### src/hw/otpp_pkg.sv
// Constants and types for the OTP programmer that drives the memory's programming pins.
// Assumes a 250 MHz controller clock; pin levels above logic are requested through supply-select outputs.
`default_nettype none
package otpp_pkg;
  localparam int unsigned CLK_MHZ         = 250;
  localparam int unsigned SETUP_US        = 2;
  localparam int unsigned SETUP_CYC       = SETUP_US * CLK_MHZ;
  localparam int unsigned ACCESS_NS       = 200;
  localparam int unsigned ACCESS_CYC      = (ACCESS_NS * CLK_MHZ + 999) / 1000;
  localparam int unsigned PULSE_MS        = 1;
  localparam int unsigned PULSE_CYC       = PULSE_MS * CLK_MHZ * 1000;
  localparam int unsigned OPT_PULSE_MS    = 78;
  localparam int unsigned OPT_PULSE_CYC   = OPT_PULSE_MS * CLK_MHZ * 1000;
  localparam int unsigned MAX_PULSES      = 25;
  localparam int unsigned OVERPROG_FACTOR = 3;
  localparam int unsigned ADDR_W          = 13;
  localparam int unsigned DATA_W          = 8;
  localparam logic [2:0] CMD_READ         = 3'h0;
  localparam logic [2:0] CMD_VERIFY       = 3'h1;
  localparam logic [2:0] CMD_PROGRAM      = 3'h2;
  localparam logic [2:0] CMD_MEM_PROTECT  = 3'h3;
  localparam logic [2:0] CMD_RAM_PROTECT  = 3'h4;
  localparam logic [1:0] LVL_LOW          = 2'h0;
  localparam logic [1:0] LVL_HIGH         = 2'h1;
  localparam logic [1:0] LVL_HV           = 2'h2;
  typedef enum logic [3:0] {
    ST_IDLE, ST_SETUP, ST_ACCESS, ST_PULSE, ST_VSETUP, ST_VACCESS, ST_OVER, ST_HOLD, ST_DONE
  } otpp_state_t;
endpackage
`default_nettype wire

### src/hw/otpp_top.sv
// Programmer for the OTP memory's external programming interface.
// Assumes pin levels are realised by external drivers; data pins are open toward the memory when oe_n is high.
`default_nettype none
module otpp_top
  import otpp_pkg::*;
#(
  parameter int unsigned PULSE_CYCLES     = PULSE_CYC,
  parameter int unsigned OPT_PULSE_CYCLES = OPT_PULSE_CYC,
  parameter int unsigned MAX_TRIES        = MAX_PULSES
) (
  input  wire logic              clk_in,
  input  wire logic              rst_n_in,
  input  wire logic              cmd_valid_in,
  input  wire logic [2:0]        cmd_in,
  input  wire logic [ADDR_W-1:0] addr_in,
  input  wire logic [DATA_W-1:0] wdata_in,
  output logic                   cmd_ready_out,
  output logic                   done_out,
  output logic                   fail_out,
  output logic [DATA_W-1:0]      rdata_out,
  output logic [4:0]             tries_out,
  output logic [1:0]             vpp_level_out,
  output logic [1:0]             mode_select_hv_out,
  output logic [1:0]             chip_sel_out,
  output logic [1:0]             out_en_out,
  output logic                   program_strobe_n_out,
  output logic                   vcc_raise_out,
  output logic [ADDR_W-1:0]      addr_out,
  output logic [DATA_W-1:0]      data_out,
  output logic                   data_oe_n_out,
  input  wire logic [DATA_W-1:0] data_in
);
  // Refuse settings that the 5-bit try counter or the 32-bit phase counters cannot hold.
  if (PULSE_CYCLES < 1 || OPT_PULSE_CYCLES < 1 || MAX_TRIES < 1 || MAX_TRIES > 31 ||
      (64'(OVERPROG_FACTOR) * 64'(PULSE_CYCLES) * 64'(MAX_TRIES)) > 64'hffff_ffff) begin : g_bad_params
    $error("otpp_top: bad timing parameters");
  end

  otpp_state_t state_q;
  logic [2:0]        cmd_q;
  logic [31:0]       cnt_q;
  logic [31:0]       wait_q;
  logic [4:0]        tries_q;
  logic [DATA_W-1:0] wdata_q;

  assign cmd_ready_out = (state_q == ST_IDLE);

  // Sequencer: setup, access or pulse, verify loop, overprogram.
  always_ff @(posedge clk_in) begin
    if (!rst_n_in) begin
      state_q   <= ST_IDLE;
      cnt_q     <= 32'h0;
      wait_q    <= 32'h0;
      tries_q   <= 5'h0;
      cmd_q     <= CMD_READ;
      wdata_q   <= '0;
      addr_out  <= '0;
      rdata_out <= '0;
      done_out  <= 1'b0;
      fail_out  <= 1'b0;
    end else begin
      done_out <= 1'b0;
      case (state_q)
        ST_IDLE: begin
          if (cmd_valid_in) begin
            cmd_q    <= cmd_in;
            wdata_q  <= wdata_in;
            tries_q  <= 5'h0;
            fail_out <= 1'b0;
            // Protect cycles leave address lines at a valid low level.
            addr_out <= (cmd_in == CMD_MEM_PROTECT || cmd_in == CMD_RAM_PROTECT) ? '0 : addr_in;
            cnt_q    <= 32'h0;
            wait_q   <= SETUP_CYC;
            state_q  <= ST_SETUP;
          end
        end
        ST_SETUP: begin
          if (cnt_q + 32'h1 >= wait_q) begin
            cnt_q <= 32'h0;
            if (cmd_q == CMD_READ || cmd_q == CMD_VERIFY) begin
              wait_q  <= ACCESS_CYC;
              state_q <= ST_ACCESS;
            end else begin
              wait_q  <= (cmd_q == CMD_PROGRAM) ? PULSE_CYCLES : OPT_PULSE_CYCLES;
              state_q <= ST_PULSE;
            end
          end else begin
            cnt_q <= cnt_q + 32'h1;
          end
        end
        ST_ACCESS: begin
          if (cnt_q + 32'h1 >= wait_q) begin
            rdata_out <= data_in;
            state_q   <= ST_DONE;
          end else begin
            cnt_q <= cnt_q + 32'h1;
          end
        end
        ST_PULSE: begin
          if (cnt_q + 32'h1 >= wait_q) begin
            cnt_q <= 32'h0;
            if (cmd_q == CMD_PROGRAM) begin
              tries_q <= tries_q + 5'h1;
              wait_q  <= SETUP_CYC;
              state_q <= ST_VSETUP;
            end else begin
              state_q <= ST_DONE;
            end
          end else begin
            cnt_q <= cnt_q + 32'h1;
          end
        end
        ST_VSETUP: begin
          if (cnt_q + 32'h1 >= wait_q) begin
            cnt_q   <= 32'h0;
            wait_q  <= ACCESS_CYC;
            state_q <= ST_VACCESS;
          end else begin
            cnt_q <= cnt_q + 32'h1;
          end
        end
        ST_VACCESS: begin
          if (cnt_q + 32'h1 >= wait_q) begin
            cnt_q     <= 32'h0;
            rdata_out <= data_in;
            // Verify after each ST_PULSE program pulse decides between overprogram, retry and giving up with fail_out.
            if (data_in == wdata_q) begin
              wait_q  <= OVERPROG_FACTOR * PULSE_CYCLES * 32'(tries_q);
              state_q <= ST_OVER;
            end else if (32'(tries_q) >= MAX_TRIES) begin
              fail_out <= 1'b1;
              state_q  <= ST_DONE;
            end else begin
              wait_q  <= PULSE_CYCLES;
              state_q <= ST_PULSE;
            end
          end else begin
            cnt_q <= cnt_q + 32'h1;
          end
        end
        ST_OVER: begin
          if (cnt_q + 32'h1 >= wait_q) begin
            state_q <= ST_DONE;
          end else begin
            cnt_q <= cnt_q + 32'h1;
          end
        end
        ST_DONE: begin
          done_out <= 1'b1;
          state_q  <= ST_IDLE;
        end
        default: state_q <= ST_IDLE;
      endcase
    end
  end

  assign tries_out = tries_q;

  // Pin levels per mode; every control is driven to a defined level at all times.
  logic pgm_phase;
  logic rd_phase;
  assign pgm_phase = (state_q == ST_PULSE) || (state_q == ST_OVER);
  assign rd_phase  = (state_q == ST_ACCESS) || (state_q == ST_VSETUP) || (state_q == ST_VACCESS) ||
                     ((state_q == ST_SETUP) && (cmd_q == CMD_READ || cmd_q == CMD_VERIFY));

  always_comb begin
    vpp_level_out        = LVL_LOW;
    mode_select_hv_out   = LVL_HIGH;
    chip_sel_out         = LVL_HIGH;
    out_en_out           = LVL_HIGH;
    program_strobe_n_out = 1'b1;
    vcc_raise_out        = 1'b0;
    data_out             = '0;
    data_oe_n_out        = 1'b1;
    if (state_q != ST_IDLE && state_q != ST_DONE) begin
      case (cmd_q)
        CMD_READ: begin
          mode_select_hv_out = LVL_HV;
          chip_sel_out       = LVL_LOW;
          out_en_out         = rd_phase ? LVL_LOW : LVL_HIGH;
        end
        CMD_VERIFY, CMD_PROGRAM: begin
          vpp_level_out        = LVL_HV;
          vcc_raise_out        = 1'b1;
          chip_sel_out         = LVL_LOW;
          out_en_out           = rd_phase ? LVL_LOW : LVL_HIGH;
          program_strobe_n_out = ~pgm_phase;
          data_out             = wdata_q;
          data_oe_n_out        = rd_phase;
        end
        CMD_MEM_PROTECT: begin
          vpp_level_out        = LVL_HV;
          vcc_raise_out        = 1'b1;
          mode_select_hv_out   = LVL_HV;
          chip_sel_out         = LVL_HV;
          program_strobe_n_out = ~pgm_phase;
          data_oe_n_out        = 1'b0;
        end
        CMD_RAM_PROTECT: begin
          vpp_level_out        = LVL_HV;
          vcc_raise_out        = 1'b1;
          chip_sel_out         = LVL_HV;
          out_en_out           = LVL_HV;
          program_strobe_n_out = ~pgm_phase;
          data_oe_n_out        = 1'b0;
        end
        default: ;
      endcase
    end
  end

  logic [31:0] low_cnt_q;
  always_ff @(posedge clk_in) begin
    if (!rst_n_in) begin
      low_cnt_q <= 32'h0;
    end else begin
      low_cnt_q <= program_strobe_n_out ? 32'h0 : low_cnt_q + 32'h1;
    end
  end

  read_strobe_a: assert property (@(posedge clk_in) disable iff (!rst_n_in)
    (out_en_out == LVL_LOW) |-> program_strobe_n_out) else $error("strobe during output enable");
  verify_supply_a: assert property (@(posedge clk_in) disable iff (!rst_n_in)
    (state_q == ST_VACCESS) |-> (vcc_raise_out && vpp_level_out == LVL_HV)) else $error("verify supply");
  // At the edge that sees the strobe high again, the counter still holds the whole low phase.
  option_pulse_a: assert property (@(posedge clk_in) disable iff (!rst_n_in)
    ($rose(program_strobe_n_out) && cmd_q != CMD_PROGRAM) |-> (low_cnt_q >= OPT_PULSE_CYCLES))
    else $error("option pulse too short");
  prog_pulse_a: assert property (@(posedge clk_in) disable iff (!rst_n_in)
    ($rose(program_strobe_n_out) && cmd_q == CMD_PROGRAM) |-> (low_cnt_q >= PULSE_CYCLES))
    else $error("program pulse too short");
  try_limit_a: assert property (@(posedge clk_in) disable iff (!rst_n_in)
    32'(tries_q) <= MAX_TRIES) else $error("too many pulses");
  verify_then_a: assert property (@(posedge clk_in) disable iff (!rst_n_in)
    (state_q == ST_PULSE && cmd_q == CMD_PROGRAM && cnt_q + 32'h1 >= wait_q) |=> (state_q == ST_VSETUP))
    else $error("no verify after pulse");
  protect_lines_a: assert property (@(posedge clk_in) disable iff (!rst_n_in)
    (state_q != ST_IDLE && state_q != ST_DONE && (cmd_q == CMD_MEM_PROTECT || cmd_q == CMD_RAM_PROTECT)) |->
    (!data_oe_n_out && addr_out == '0)) else $error("protect lines floating");
  over_len_a: assert property (@(posedge clk_in) disable iff (!rst_n_in)
    (state_q == ST_OVER) |-> (wait_q == OVERPROG_FACTOR * PULSE_CYCLES * 32'(tries_q)))
    else $error("overprogram length");
  defined_ctl_a: assert property (@(posedge clk_in) disable iff (!rst_n_in)
    (chip_sel_out != 2'h3 && out_en_out != 2'h3 && vpp_level_out != 2'h3)) else $error("undefined level");

  read_c: cover property (@(posedge clk_in) state_q == ST_ACCESS && cmd_q == CMD_READ);
  prog_ok_c: cover property (@(posedge clk_in) state_q == ST_OVER);
  prog_fail_c: cover property (@(posedge clk_in) fail_out);
  protect_c: cover property (@(posedge clk_in) state_q == ST_PULSE && cmd_q == CMD_MEM_PROTECT);
endmodule
`default_nettype wire

### config.mk
export PLATFORM = sky130hd
export DESIGN_NAME = otpp_top
export DESIGN_NICKNAME = d
export VERILOG_FILES = /design/src/hw/otpp_pkg.sv /design/src/hw/otpp_top.sv
export SDC_FILE = /design/constraint.sdc
export NUM_CORES = 1
export LEC_CHECK = 0
export ABC_AREA = 1
export BUFFER_PORTS_ARGS = -buffer_cell sky130_fd_sc_hd__buf_4
export CAP_MARGIN = 0
export CELL_PAD_IN_SITES_DETAIL_PLACEMENT = 1
export CELL_PAD_IN_SITES_GLOBAL_PLACEMENT = 1
export CORE_ASPECT_RATIO = 0.75
export CORE_MARGIN = 1
export CORE_UTILIZATION = 46
export CTS_CLUSTER_SIZE = 14
export DETAILED_ROUTE_END_ITERATION = 8
export PLACE_DENSITY = 0.87
export SLEW_MARGIN = 5
export SYNTH_ARGS = -nofsm -noshare
export SYNTH_HDL_FRONTEND = slang
export SYNTH_SLANG_ARGS = --single-unit
### constraint.sdc
create_clock -name clk_in -period 11.2 [get_ports clk_in]
set_input_delay 0.56 -clock clk_in [delete_from_list [all_inputs] [get_ports clk_in]]
set_output_delay 0.56 -clock clk_in [all_outputs]
set_load 0.05 [all_outputs]
==> flow_metrics.env <==
export IMPL_grt_pass1_vias=7569
export IMPL_overflow=0
export IMPL_drt_iter0_markers=475
export IMPL_finalHoldViolCount=0
export IMPL_syn_area_um2=7260
export IMPL_clk_latency_ps=360
export IMPL_areaGrowthSynthToFinish_pct=14.3
export IMPL_synth_async_reset_ratio_pct=0
export IMPL_netlist_area_leader_share_pct=27.0
export IMPL_max_cap_violations=0
export IMPL_grt_pass1_wl_um=37300
export IMPL_synth_enable_flop_cells=0
export IMPL_drive_above_1_share_pct=12.0
export IMPL_worstPathArrival_ps=4670
export IMPL_drc=0
export IMPL_yosys_register_bits=98
export IMPL_rsz0062_at_grt="false"
export IMPL_hold_buffers=0
export IMPL_hp_class="in -> reg"
export IMPL_dieWidth_um=147
export IMPL_wl_um=22400
export IMPL_root_buffer="clkbuf_16"
export IMPL_clk_path_buf_depth=2
export IMPL_antenna_found_initial=0
export IMPL_io_pins=83
export IMPL_fin_tns_setup_ps=0
export IMPL_cts_made_buffers=9
export IMPL_cts_tree="yes"
export IMPL_wl_per_cell_um=16.3
export IMPL_synth_cells=1100
export IMPL_die_area_um2=16300
export IMPL_ant_nets=0
export IMPL_worstSetupStartpointType="flop"
export IMPL_seq_area_um2=1960
export IMPL_endpoint_kind="flop"
export IMPL_setup_viol=0
export IMPL_die_height_um=111
export IMPL_ir_drop_mv=0.226
export IMPL_syn_num_nets=1213
export IMPL_grt_max_degree=51
export IMPL_core_area_um2=15300
export IMPL_antenna_cells=0
export IMPL_rows=39
export IMPL_avgSynthCellArea_um2=6.60
export IMPL_period_needed_ps=4410
export IMPL_synth_ff_type="dfxtp_1"
export IMPL_path_clk_slew_ps=80
export IMPL_via_per_inst=5.38
export IMPL_hpwl_um=17800
export IMPL_multiInputGateArea_um2=4630
export IMPL_post_cts_buffers=0
export IMPL_first_pass_iters=6
export IMPL_post_route_util_pct=54.1
export IMPL_p_leak_nw=3.93
export IMPL_num_nets_final=1282
export IMPL_synth_warnings=0
export IMPL_cpMostUsedCell="nand2_1"
export IMPL_track_usage_pct=28.4
export IMPL_max_freq_mhz=227
export IMPL_required_ps=11460
export IMPL_synth_largest_area_cell="dfxtp_1"
export IMPL_start_util_pct=47.4
export IMPL_finalMaxSlewViolations=0
export IMPL_cts_sinks=98
export IMPL_cts_resized=0
export IMPL_crit_type="reg -> reg"
export IMPL_finalWorstSetupSlack_ps=6790
export IMPL_synth_cell_types=45
export IMPL_place_ws_ps=6880
export IMPL_fin_skew_ps=13.4
export IMPL_gp_congestion=0.905
export IMPL_max_stage_delay_ps=640
export IMPL_min_period_over_period_pct=39.4
export IMPL_vias=7418
export IMPL_yosysSeqAreaShare_pct=27.0
export IMPL_n_fill_cell=2118
export IMPL_crit_path_max_fanout=40
export IMPL_maxSlewHeadroom_pct=28.2
export IMPL_io_buffers=81
export IMPL_synthTopCellsByArea="dfxtp_1 (27%), nand2_1 (14%), ha_1 (12%), nor2_1 (8.7%), inv_1 (6.8%)"
export IMPL_cp_cell_sequence="nand2_1 > nor2_1 > nand3_1 > nor4_1 > nand2_1 > xor2_1 > inv_1 > ha_1 > nand2_1 > or2_2 > and3_1 > nor3_2 > nor2_4 > nand3_1 > nand3_2 > nor2_4 > nand2_1 > nand2_1 > nor2_1"
export IMPL_worst_pin_slew_ps=1070
export IMPL_outcome="completed"
export IMPL_h_tree_depth=3
export IMPL_slowest_stage="nor2_4"
export IMPL_cellPowerDensity_nw_per_um2=209
routing by layer:
layer / wire length [um] / up-vias / track usage [%]
li1: - / 3669 / -
met1: 10600 / 3534 / 38.1
met2: 10200 / 188 / 46.3
met3: 1350 / 27 / 6.30
met4: 285 / 0 / 6.25
met5: 0 / - / 0
where the power goes:
part	switching (W)	internal, W	leakage, nW
clock	0.000164	0.000160	0.150
sequential	0.0000497	0.000413	0.799
combinational	0.000681	0.000270	2.98
state kept, by name (all words and copies together) (netlist names):
register / cells
cnt_q: 32
wait_q: 23
addr_out: 13
rdata_out: 8
wdata_q: 8
tries_out: 5
state_q: 4
cmd_q: 3
done_out: 1
fail_out: 1
placed cells by master (no fill, tap or decap), types with 2 or more instances in the layout:
cell type / Yosys / final
a22oi_1: 13 / 13
o211ai_1: 3 / 3
inv_2: 2 / 2
inv_8: 0 / 4
o21ai_0: 45 / 45
o31ai_1: 2 / 2
xnor2_1: 14 / 14
clkinv_1: 2 / 2
a31oi_1: 2 / 2
nand3_1: 43 / 43
nor3_1: 25 / 25
buf_4: 2 / 84
or2_2: 13 / 13
o21bai_1: 2 / 2
clkinv_4: 0 / 2
xor2_1: 21 / 21
a211oi_1: 3 / 3
nand4_1: 6 / 6
nor4_1: 6 / 6
fa_1: 9 / 9
a21oi_1: 84 / 84
a21o_1: 3 / 3
clkbuf_16: 0 / 9
nand2_1: 274 / 274
inv_1: 132 / 132
nand3_2: 3 / 3
dfxtp_1: 98 / 98
nor2_2: 6 / 6
nor2_4: 6 / 6
ha_1: 69 / 69
nor2_1: 168 / 168
nand2_2: 8 / 8
through the flow:
step / total power, W / hold WS [ps] / instance area [um2] / instances
floorplan: 0.00120 / 439 / 7260 / 1100
global placement: 0.00138 / 452 / 7990 / 1363
detailed placement: 0.00141 / 459 / 7990 / 1363
CTS: 0.00175 / 424 / 8300 / 1379
global route: 0.00188 / 432 / 8300 / 1379
finish: 0.00174 / 426 / 8300 / 1379
cells by family after synthesis:
kind of cell	after synthesis	synth area share (%)
simple gates	562	32.7
flops	98	27.0
buf+inv	163	9.22
fa+ha+maj	78	14.4
xor+xnor	35	4.22
compound gates	163	12.4
other cells	1	0.0517
cell usage after synthesis, drive strengths merged, types with 2 or more instances:
cell    number
nand4        6
clkinv       3
fa           9
a211oi       3
or2         13
inv        134
o211ai       3
buf         13
a21oi       85
a22oi       13
nor4         6
dfxtp       98
a31oi        2
nor2       180
o21bai       2
o31ai        2
xor2        21
clkbuf      13
nor3        26
o21ai       46
a21o         3
ha          69
xnor2       14
nand3       46
nand2      282
worst max-delay path, delay by kind of cell, from the launching register on:
kind                     cells  cell delay, ps
AND/OR/NAND/NOR             16            3320
flip-flops                   1             440
adder cells (fa/ha/maj)      1             290
XOR/XNOR                     1             170
buffers and inverters        1              70
final timing paths:
check,end,slack [ps],startpoint,depth (start not counted)
setup / recovery,wait_q[5],6790,cnt_q[8],19
hold / removal,addr_out[6],430,addr_in[6],3
setup reg to reg,wait_q[5],6790,cnt_q[8],19
hold reg to reg,cnt_q[31],460,cnt_q[31],2
final cells by class:
class / instances / area share (%)
Tap cell: 205 / 3.09
Clock inverter: 7 / 0.950
Multi-Input combinational cell: 839 / 55.8
Inverter: 137 / 6.21
Sequential cell: 98 / 23.7
Timing Repair Buffer: 84 / 7.60
Clock buffer: 9 / 2.71
Note: power is estimated with default switching activity, not from simulation.
